File: src/design/ccb_pkg.sv
// constants, field layout and types shared by the clock and time base control block
package ccb_pkg;

	// counter widths and presets
	localparam int CCB_TB_W = 14;
	localparam int CCB_DIV_W = 7;
	localparam int CCB_STAB_W = 6;
	localparam logic [13:0] CCB_TB_PRESET = 14'h0078;
	localparam logic [6:0] CCB_DIV_PRESET = 7'h78;
	localparam logic [5:0] CCB_STAB_PRESET = 6'h00;

	// register offsets
	localparam logic [7:0] CCB_ADDR_CLK_CTRL = 8'h2E;
	localparam logic [7:0] CCB_ADDR_TB_CTRL1 = 8'h10;
	localparam logic [7:0] CCB_ADDR_TB_CTRL2 = 8'h11;

	// clock_control_register fields
	localparam int CCB_CC_MAIN_RDY_BIT = 7;
	localparam int CCB_CC_SUB_RDY_BIT = 6;
	localparam int CCB_CC_SYS_SEL_LSB = 2;
	localparam int CCB_CC_MAIN_EN_BIT = 1;
	localparam int CCB_CC_MAP_BIT = 0;

	// time_base_control_one and time_base_control_two fields
	localparam int CCB_TB1_SRC_BIT = 1;
	localparam int CCB_TB1_LCD_RATE_BIT = 0;
	localparam int CCB_TB2_FLAG_BIT = 7;
	localparam int CCB_TB2_IE_BIT = 6;
	localparam int CCB_TB2_RATE_LSB = 0;

	// reset values
	localparam logic [1:0] CCB_SYS_SEL_RST = 2'h0;
	localparam logic CCB_MAIN_EN_RST = 1'h0;
	localparam logic CCB_MAP_RST = 1'h0;
	localparam logic CCB_TB_SRC_RST = 1'h0;
	localparam logic CCB_LCD_RATE_RST = 1'h0;
	localparam logic [1:0] CCB_TICK_RATE_RST = 2'h0;
	localparam logic CCB_TICK_IE_RST = 1'h0;

	// system clock select encodings and divider taps
	localparam logic [1:0] CCB_SYS_MAIN_DIV2 = 2'h0;
	localparam logic [1:0] CCB_SYS_MAIN_DIV4 = 2'h1;
	localparam logic [1:0] CCB_SYS_MAIN_DIV64 = 2'h2;
	localparam logic [1:0] CCB_SYS_SUB_DIV2 = 2'h3;
	localparam int CCB_BUS_TAP_DIV2 = 0;
	localparam int CCB_BUS_TAP_DIV4 = 1;
	localparam int CCB_BUS_TAP_DIV64 = 5;

	// lcd frame taps on the time base: bit 5 halves every 64 counts, bit 6 every 128
	localparam int CCB_LCD_TAP_FAST = 5;
	localparam int CCB_LCD_TAP_SLOW = 6;

	typedef enum logic [2:0] {
		CCB_RUN = 3'b001,
		CCB_WAIT = 3'b010,
		CCB_STOP = 3'b100
	} ccb_mode_e;

	// low-bit mask whose all-ones state ends one tick period: 128, 4096, 8192, 16384
	function automatic logic [13:0] ccb_tick_mask(input logic [1:0] rate);
		case (rate)
			2'h0: ccb_tick_mask = 14'h007F;
			2'h1: ccb_tick_mask = 14'h0FFF;
			2'h2: ccb_tick_mask = 14'h1FFF;
			default: ccb_tick_mask = 14'h3FFF;
		endcase
	endfunction : ccb_tick_mask

endpackage : ccb_pkg

File: src/design/ccb_counter.sv
// presettable up-counter with wrap pulse, used for the time base and main dividers
`timescale 1ns/1ps
module ccb_counter
	import ccb_pkg::*;
#(
	parameter int W = 14,
	parameter logic [W-1:0] PRESET = '0
)
(
	// clock and reset
	input wire logic clk_sys_i,
	input wire logic arst_n_i,
	input wire logic ce_i,
	// control
	input wire logic preset_i,
	input wire logic inc_i,
	// state
	output logic [W-1:0] count_o,
	output logic wrap_o
);

	assign wrap_o = inc_i && !preset_i && (count_o == {W{1'b1}});

	always_ff @(posedge clk_sys_i or negedge arst_n_i)
	begin
		if (!arst_n_i)
			count_o <= PRESET;
		else if (ce_i)
		begin
			if (preset_i)
				count_o <= PRESET;
			else if (inc_i)
				count_o <= count_o + 1'b1;
		end
	end

endmodule : ccb_counter

File: src/design/ccb_power_mode.sv
// run, wait and stop sequencing of the cpu and peripheral clocks
`timescale 1ns/1ps
module ccb_power_mode
	import ccb_pkg::*;
(
	// clock and reset
	input wire logic clk_sys_i,
	input wire logic arst_n_i,
	input wire logic ce_i,
	// requests and wake sources
	input wire logic rst_any_i,
	input wire logic stop_req_i,
	input wire logic wait_req_i,
	input wire logic stop_wake_i,
	input wire logic irq_any_i,
	// state
	output ccb_mode_e mode_o,
	output logic cpu_run_o,
	output logic periph_run_o
);

	ccb_mode_e next_mode;

	always_comb
	begin
		next_mode = mode_o;
		case (mode_o)
			CCB_RUN:
				if (rst_any_i)
					next_mode = CCB_RUN;
				else if (stop_req_i)
					next_mode = CCB_STOP;
				else if (wait_req_i)
					next_mode = CCB_WAIT;
			CCB_WAIT:
				if (rst_any_i || irq_any_i || stop_wake_i)
					next_mode = CCB_RUN;
			CCB_STOP:
				// the sub crystal never stops, so the cpu restarts at once
				if (rst_any_i || stop_wake_i)
					next_mode = CCB_RUN;
			default:
				next_mode = CCB_RUN;
		endcase
	end

	always_ff @(posedge clk_sys_i or negedge arst_n_i)
	begin
		if (!arst_n_i)
		begin
			mode_o <= CCB_RUN;
			cpu_run_o <= 1'b1;
			periph_run_o <= 1'b1;
		end
		else if (ce_i)
		begin
			mode_o <= next_mode;
			cpu_run_o <= (next_mode == CCB_RUN);
			periph_run_o <= (next_mode != CCB_STOP);
		end
	end
endmodule : ccb_power_mode

File: src/design/ccb_clock_ctrl.sv
// clock and time base control: dividers, ready flags, bus clock, lcd and tick taps, registers
`timescale 1ns/1ps
module ccb_clock_ctrl
	import ccb_pkg::*;
(
	// clock, power-on reset and clock enable
	input wire logic clk_sys_i,
	input wire logic arst_n_i,
	input wire logic ce_i,
	// crystal clocks, sampled as levels
	input wire logic sub_crystal_clock_i,
	input wire logic main_crystal_clock_i,
	// ordinary resets
	input wire logic ext_reset_i,
	input wire logic watchdog_reset_i,
	// cpu mode requests and wake sources
	input wire logic stop_req_i,
	input wire logic wait_req_i,
	input wire logic ext_irq_i,
	input wire logic spi_slave_event_i,
	input wire logic irq_any_i,
	// register port
	input wire logic [7:0] reg_addr_i,
	input wire logic [7:0] reg_wdata_i,
	input wire logic reg_wr_i,
	input wire logic reg_rd_i,
	output logic [7:0] reg_rdata_o,
	// clocks and enables to the core
	output logic bus_clock_phase_o,
	output logic cpu_run_o,
	output logic periph_run_o,
	output logic core_reset_o,
	output logic main_crystal_run_o,
	output logic alternate_map_select_o,
	// time base taps
	output logic lcd_frame_clock_o,
	output logic tick_interrupt_o,
	output logic watchdog_tap_o
);

	// control bits
	logic [1:0] system_clock_select;
	logic main_crystal_enable;
	logic time_base_source_select;
	logic lcd_rate_select;
	logic [1:0] tick_rate_select;
	logic tick_irq_enable;

	// status
	logic sub_clock_ready_flag;
	logic main_clock_ready_flag;
	logic tick_flag;

	// edge detection and counters
	logic sub_q;
	logic main_q;
	logic sub_edge;
	logic main_edge;
	logic sub_half;
	logic main_on;
	logic [CCB_DIV_W-1:0] main_div;
	logic div_wrap;
	logic [CCB_STAB_W-1:0] main_stab;
	logic stab_wrap;
	logic [CCB_TB_W-1:0] tb_cnt;
	logic tb_inc;
	logic tb_wrap;
	logic tick_pulse;
	logic rst_ord;
	logic tick_clr;
	logic next_bus;
	ccb_mode_e mode;

	assign sub_edge = sub_crystal_clock_i && !sub_q;
	assign main_edge = main_crystal_clock_i && !main_q;
	// ordinary resets, plus the hold while the power-up divider has not yet run out
	assign rst_ord = ext_reset_i || watchdog_reset_i || !sub_clock_ready_flag;
	assign main_on = main_crystal_enable && (mode != CCB_STOP);
	// the main divider feeds the time base at main/128; stopping main stalls it
	assign tb_inc = time_base_source_select ? div_wrap : sub_edge;
	assign tick_pulse = tb_inc && ((tb_cnt & ccb_tick_mask(tick_rate_select)) ==
		ccb_tick_mask(tick_rate_select));
	assign tick_clr = reg_wr_i && (reg_addr_i == CCB_ADDR_TB_CTRL2) && reg_wdata_i[CCB_TB2_FLAG_BIT];

	always_ff @(posedge clk_sys_i or negedge arst_n_i)
	begin
		if (!arst_n_i)
		begin
			sub_q <= 1'b0;
			main_q <= 1'b0;
			sub_half <= 1'b0;
		end
		else if (ce_i)
		begin
			sub_q <= sub_crystal_clock_i;
			main_q <= main_crystal_clock_i;
			if (sub_edge)
				sub_half <= !sub_half;
		end
	end

	// main divider and stabilisation counter, held at preset while main is disabled
	ccb_counter #(.W(CCB_DIV_W), .PRESET(CCB_DIV_PRESET)) u_main_div (
		.clk_sys_i(clk_sys_i),
		.arst_n_i(arst_n_i),
		.ce_i(ce_i),
		.preset_i(!main_crystal_enable),
		.inc_i(main_on && main_edge),
		.count_o(main_div),
		.wrap_o(div_wrap)
	);

	ccb_counter #(.W(CCB_STAB_W), .PRESET(CCB_STAB_PRESET)) u_main_stab (
		.clk_sys_i(clk_sys_i),
		.arst_n_i(arst_n_i),
		.ce_i(ce_i),
		.preset_i(!main_crystal_enable),
		.inc_i(div_wrap),
		.count_o(main_stab),
		.wrap_o(stab_wrap)
	);

	// time base only sees the power-on reset; ordinary resets leave it running
	ccb_counter #(.W(CCB_TB_W), .PRESET(CCB_TB_PRESET)) u_time_base (
		.clk_sys_i(clk_sys_i),
		.arst_n_i(arst_n_i),
		.ce_i(ce_i),
		.preset_i(1'b0),
		.inc_i(tb_inc),
		.count_o(tb_cnt),
		.wrap_o(tb_wrap)
	);

	ccb_power_mode u_mode (
		.clk_sys_i(clk_sys_i),
		.arst_n_i(arst_n_i),
		.ce_i(ce_i),
		.rst_any_i(ext_reset_i || watchdog_reset_i),
		.stop_req_i(stop_req_i && sub_clock_ready_flag),
		.wait_req_i(wait_req_i && sub_clock_ready_flag),
		.stop_wake_i(ext_irq_i || spi_slave_event_i || tick_interrupt_o),
		.irq_any_i(irq_any_i),
		.mode_o(mode),
		.cpu_run_o(cpu_run_o),
		.periph_run_o(periph_run_o)
	);

	// ready flags: only power-on clears the sub flag
	always_ff @(posedge clk_sys_i or negedge arst_n_i)
	begin
		if (!arst_n_i)
		begin
			sub_clock_ready_flag <= 1'b0;
			core_reset_o <= 1'b1;
		end
		else if (ce_i)
		begin
			if (tb_wrap)
				sub_clock_ready_flag <= 1'b1;
			// external and watchdog resets pass straight through with no start-up wait
			core_reset_o <= !(sub_clock_ready_flag || tb_wrap) || ext_reset_i || watchdog_reset_i;
		end
	end

	always_ff @(posedge clk_sys_i or negedge arst_n_i)
	begin
		if (!arst_n_i)
			main_clock_ready_flag <= 1'b0;
		else if (ce_i)
		begin
			if (!main_crystal_enable)
				main_clock_ready_flag <= 1'b0;
			else if (stab_wrap)
				main_clock_ready_flag <= 1'b1;
		end
	end

	// control registers, returned to reset values by any ordinary reset
	always_ff @(posedge clk_sys_i or negedge arst_n_i)
	begin
		if (!arst_n_i)
		begin
			system_clock_select <= CCB_SYS_SEL_RST;
			main_crystal_enable <= CCB_MAIN_EN_RST;
			alternate_map_select_o <= CCB_MAP_RST;
			time_base_source_select <= CCB_TB_SRC_RST;
			lcd_rate_select <= CCB_LCD_RATE_RST;
			tick_rate_select <= CCB_TICK_RATE_RST;
			tick_irq_enable <= CCB_TICK_IE_RST;
		end
		else if (ce_i)
		begin
			if (rst_ord)
			begin
				system_clock_select <= CCB_SYS_SEL_RST;
				main_crystal_enable <= CCB_MAIN_EN_RST;
				alternate_map_select_o <= CCB_MAP_RST;
				time_base_source_select <= CCB_TB_SRC_RST;
				lcd_rate_select <= CCB_LCD_RATE_RST;
				tick_rate_select <= CCB_TICK_RATE_RST;
				tick_irq_enable <= CCB_TICK_IE_RST;
			end
			else if (reg_wr_i)
			begin
				case (reg_addr_i)
					CCB_ADDR_CLK_CTRL:
					begin
						system_clock_select <= reg_wdata_i[CCB_CC_SYS_SEL_LSB +: 2];
						main_crystal_enable <= reg_wdata_i[CCB_CC_MAIN_EN_BIT];
						alternate_map_select_o <= reg_wdata_i[CCB_CC_MAP_BIT];
					end
					CCB_ADDR_TB_CTRL1:
					begin
						time_base_source_select <= reg_wdata_i[CCB_TB1_SRC_BIT];
						lcd_rate_select <= reg_wdata_i[CCB_TB1_LCD_RATE_BIT];
					end
					CCB_ADDR_TB_CTRL2:
					begin
						tick_irq_enable <= reg_wdata_i[CCB_TB2_IE_BIT];
						tick_rate_select <= reg_wdata_i[CCB_TB2_RATE_LSB +: 2];
					end
					default:
					begin
					end
				endcase
			end
		end
	end

	// tick flag: a tick in the same cycle as a write-one clear wins
	always_ff @(posedge clk_sys_i or negedge arst_n_i)
	begin
		if (!arst_n_i)
			tick_flag <= 1'b0;
		else if (ce_i)
		begin
			if (tick_pulse)
				tick_flag <= 1'b1;
			else if (tick_clr || rst_ord)
				tick_flag <= 1'b0;
		end
	end

	// time base outputs
	always_ff @(posedge clk_sys_i or negedge arst_n_i)
	begin
		if (!arst_n_i)
		begin
			lcd_frame_clock_o <= 1'b0;
			tick_interrupt_o <= 1'b0;
			watchdog_tap_o <= 1'b0;
		end
		else if (ce_i)
		begin
			lcd_frame_clock_o <= lcd_rate_select ? tb_cnt[CCB_LCD_TAP_SLOW] : tb_cnt[CCB_LCD_TAP_FAST];
			tick_interrupt_o <= tick_flag && tick_irq_enable;
			watchdog_tap_o <= tick_pulse;
		end
	end

	// bus clock: frozen in stop, since every module but the time base halts
	always_comb
	begin
		case (system_clock_select)
			CCB_SYS_MAIN_DIV2: next_bus = main_div[CCB_BUS_TAP_DIV2];
			CCB_SYS_MAIN_DIV4: next_bus = main_div[CCB_BUS_TAP_DIV4];
			CCB_SYS_MAIN_DIV64: next_bus = main_div[CCB_BUS_TAP_DIV64];
			default: next_bus = sub_half;
		endcase
	end

	always_ff @(posedge clk_sys_i or negedge arst_n_i)
	begin
		if (!arst_n_i)
		begin
			bus_clock_phase_o <= 1'b0;
			main_crystal_run_o <= 1'b0;
		end
		else if (ce_i)
		begin
			if (mode != CCB_STOP)
				bus_clock_phase_o <= next_bus;
			main_crystal_run_o <= main_on;
		end
	end

	// read data stands one cycle after the strobe; unmapped addresses read zero
	always_ff @(posedge clk_sys_i or negedge arst_n_i)
	begin
		if (!arst_n_i)
			reg_rdata_o <= 8'h00;
		else if (ce_i)
		begin
			reg_rdata_o <= 8'h00;
			if (reg_rd_i)
			begin
				case (reg_addr_i)
					CCB_ADDR_CLK_CTRL:
						reg_rdata_o <= {main_clock_ready_flag, sub_clock_ready_flag, 2'b00,
							system_clock_select, main_crystal_enable, alternate_map_select_o};
					CCB_ADDR_TB_CTRL1:
						reg_rdata_o <= {6'h00, time_base_source_select, lcd_rate_select};
					CCB_ADDR_TB_CTRL2:
						reg_rdata_o <= {tick_flag, tick_irq_enable, 4'h0, tick_rate_select};
					default:
						reg_rdata_o <= 8'h00;
				endcase
			end
		end
	end
endmodule : ccb_clock_ctrl

File: config.mk
export PLATFORM = sky130hd
export DESIGN_NAME = ccb_clock_ctrl
export DESIGN_NICKNAME = d
export VERILOG_FILES = /design/src/design/ccb_pkg.sv /design/src/design/ccb_counter.sv /design/src/design/ccb_power_mode.sv /design/src/design/ccb_clock_ctrl.sv
export SDC_FILE = /design/constraint.sdc
export NUM_CORES = 1
export LEC_CHECK = 0
export BUFFER_PORTS_ARGS = -buffer_cell sky130_fd_sc_hd__buf_2
export CAP_MARGIN = 20
export CORE_MARGIN = 2
export CORE_UTILIZATION = 60
export CTS_BUF_LIST = sky130_fd_sc_hd__clkbuf_16
export DETAILED_ROUTE_END_ITERATION = 10
export PLACE_DENSITY = 0.87
export SLEW_MARGIN = 20
export SYNTH_ARGS = -nofsm -noshare
export SYNTH_HDL_FRONTEND = slang
export SYNTH_SLANG_ARGS = --single-unit
export TNS_END_PERCENT = 10
File: constraint.sdc
create_clock -name clk_sys_i -period 4.5 [get_ports clk_sys_i]
set_clock_uncertainty 0.1 [all_clocks]
set_input_delay 0 -clock clk_sys_i [delete_from_list [all_inputs] [get_ports clk_sys_i]]
set_output_delay 0 -clock clk_sys_i [all_outputs]
set_load 0.03 [all_outputs]
==> reports/results.ini <==
[outcome]
status=completed

[critical_path]
cp.arrival_ns=2.52
start_kind=flip-flop
worst_path_max_delay_cell=dlygate4sd3_1
crit_required_ns=4.66
criticalPathCategory=flip-flop to flip-flop
r2r_setup_slack_ns=2.15
worst_setup_path_end_kind=flip-flop
slowest_delay_ns=0.60
path_max_fanout=3
path_delay_family=buffers and inverters
critPathMostFrequentCell=dlygate4sd3_1
critPathBufInv=2
cp_cell_sequence=nor3_1 > nand4_1 > dlygate4sd3_1 > a31oi_1 > dlygate4sd3_1

[clocking]
hold_buffers=18
postCtsSetupBuffers=0
cts_tree=built
cts-htree-levels=3
cts-root-buf=clkbuf_16
post_cts_resized=0
clock_sinks=59
clk_latency_ns=0.33
clk_pin_slew_ns=0.05
cts_buffers=9
clockBufferDepth=2

[sta]
setup_violations=0
hold_violations=0
setup_tns_ns=0
holdWs_ns=0.0254
fmax_ghz=0.425
fin_crit_ns=2.35
tightest_slew_ns=0.876
slew_violations=0
maxSlewHeadroom=0.412
rsz0062_at_grt=no
min_period_over_period=0.523

[routing]
firstDrtPassIters=5
wl_per_cell_um=17.4
drt-vias-per-instance=6.28
dr_total_vias=2702
wirelength_um=7490
ant_nets=0
drc=0
drtIter0Drc=255

[floorplan]
die_h_um=75.6
io_pins=47
dieArea_sq_um=5710
std_cell_rows=26
die_w_um=75.6
core_area_sq_um=5010
start_util=0.614

[cells_and_area]
drive_gt1_frac=0.200
num_antenna_cells=0
fin_util=0.753
area_growth_pct=22.8
nets=388
fin_cells=430

[logic_synthesis]
syn_inst=293
synth_top_flop_cell=dfrtp_1
yosys_warnings=0
synthArstFlopShare=1.00
syn-cell-area_sq_um=3070
synth_edf_count=0
synth_cell_type_count=58
avgSynthCellArea_sq_um=10.5
ys_seq_area_frac=0.485
synth-seq-cells=59

[place]
dp_hpwl_um=4880
dp_cells=396
gp_congestion=0.854
io_buffers=42

[global_route]
antenna_found_initial=0
grt_max_degree=60
grt-ovfl-total=0
grt_pass1_wl_um=12000
track_usage=0.287
grt_pass1_vias=2525

[pwr]
powerDensity_nw_per_um2=353
power_mw=1.33
p_leak_nw=1.65
ir_drop_uv=299

[min_path]
hold_class=input port to flip-flop

[run]
max_cap_viol_count=0

per-stage QoR:
step | cell area [sq um] | worst slack (ns)
finish | 3770 | 2.15
global route | 3770 | 2.04
CTS | 3770 | 2.17
detailed placement | 3340 | 2.38
global placement | 3340 | 2.42
floorplan | 3080 | 2.57
metal layers:
layer  vias to the layer above  track usage  routed length, um
met5                         -            0                  0
met3                        26       0.0701                452
met2                       122        0.473               3710
met1                      1308        0.361               3100
li1                       1246            -                  -
met4                         0        0.123                226
worst reg2reg max path, stage by stage (launching register included):
cell and delay [ns]:
dfrtp_1 0.39, nor3_1 0.32, nand4_1 0.17, dlygate4sd3_1 0.60, a31oi_1 0.16, dlygate4sd3_1 0.56
cell type report:
type | instances | area, sq um
Clock inverter | 7 | 27.5
Inverter | 10 | 37.5
Clock buffer | 9 | 225
Fill cell | 349 | 1240
Timing Repair Buffer | 63 | 413
Multi-Input combinational cell | 212 | 1490
Sequential cell | 59 | 1490
Tap cell | 70 | 87.6
cells by family (layout without fill, tap and decap cells):
family,count (synthesis),after routing,share of synthesized area
flops,59,59,0.485
compound gates,73,73,0.179
other cells,1,2,0.00122
mux,7,7,0.0285
buf+inv,23,89,0.0309
xor+xnor,17,17,0.0484
fa+ha+maj,3,3,0.0122
simple gates,110,110,0.214
cell usage after synthesis (9+ instances only):
cell / count / area [sq um]
a22o_1: 13 / 114
and3_1: 9 / 56.3
clkbuf_1: 9 / 33.8
dfrtp_1: 47 / 1180
dfstp_2: 12 / 315
inv_1: 9 / 33.8
nand2_1: 17 / 63.8
nand3_1: 15 / 75.1
nand4_1: 10 / 62.6
nor2_1: 11 / 41.3
o21ai_1: 12 / 60.1
xnor2_1: 15 / 131
power breakdown:
group | internal, mW | switching, mW
sequential | 0.572 | 0.0329
clock | 0.358 | 0.225
combinational | 0.0623 | 0.0827
total | 0.993 | 0.341
path summary, 6_finish.rpt:
kind | cells after the start | to | start
worst min-delay path | 5 | u_mode.periph_run_o | ext_irq_i
worst min register to register | 2 | u_mode.periph_run_o | u_mode.periph_run_o
worst max-delay path | 5 | u_mode.mode_o[1] | tick_interrupt_o
max in group asynchronous | 3 | u_time_base.count_o[1] | arst_n_i
worst max register to register | 5 | u_mode.mode_o[1] | tick_interrupt_o
min in group asynchronous | 3 | lcd_rate_select | arst_n_i
sequential cells by signal (all words and copies together), names as in the netlist, 2 cells and up:
name	count
u_time_base.count_o	14
u_main_div.count_o	7
reg_rdata_o	6
u_main_stab.count_o	6
u_mode.mode_o	3
system_clock_select	2
tick_rate_select	2
placed cells by master, fill, tap and decap left out, types with 7 or more instances in the layout:
cell type / netlist / final
dfrtp_1: 47 / 47
buf_2: 1 / 42
dlygate4sd3_1: 0 / 18
nand2_1: 17 / 17
nand3_1: 15 / 15
xnor2_1: 15 / 15
a22o_1: 13 / 13
o21ai_1: 12 / 12
dfstp_2: 12 / 12
nor2_1: 11 / 11
inv_1: 9 / 11
nand4_1: 10 / 10
and3_1: 9 / 9
clkbuf_16: 0 / 9
o2111ai_1: 8 / 8
nor2b_1: 7 / 7
a21oi_1: 7 / 7
Note: power is estimated with default switching activity, not from simulation.
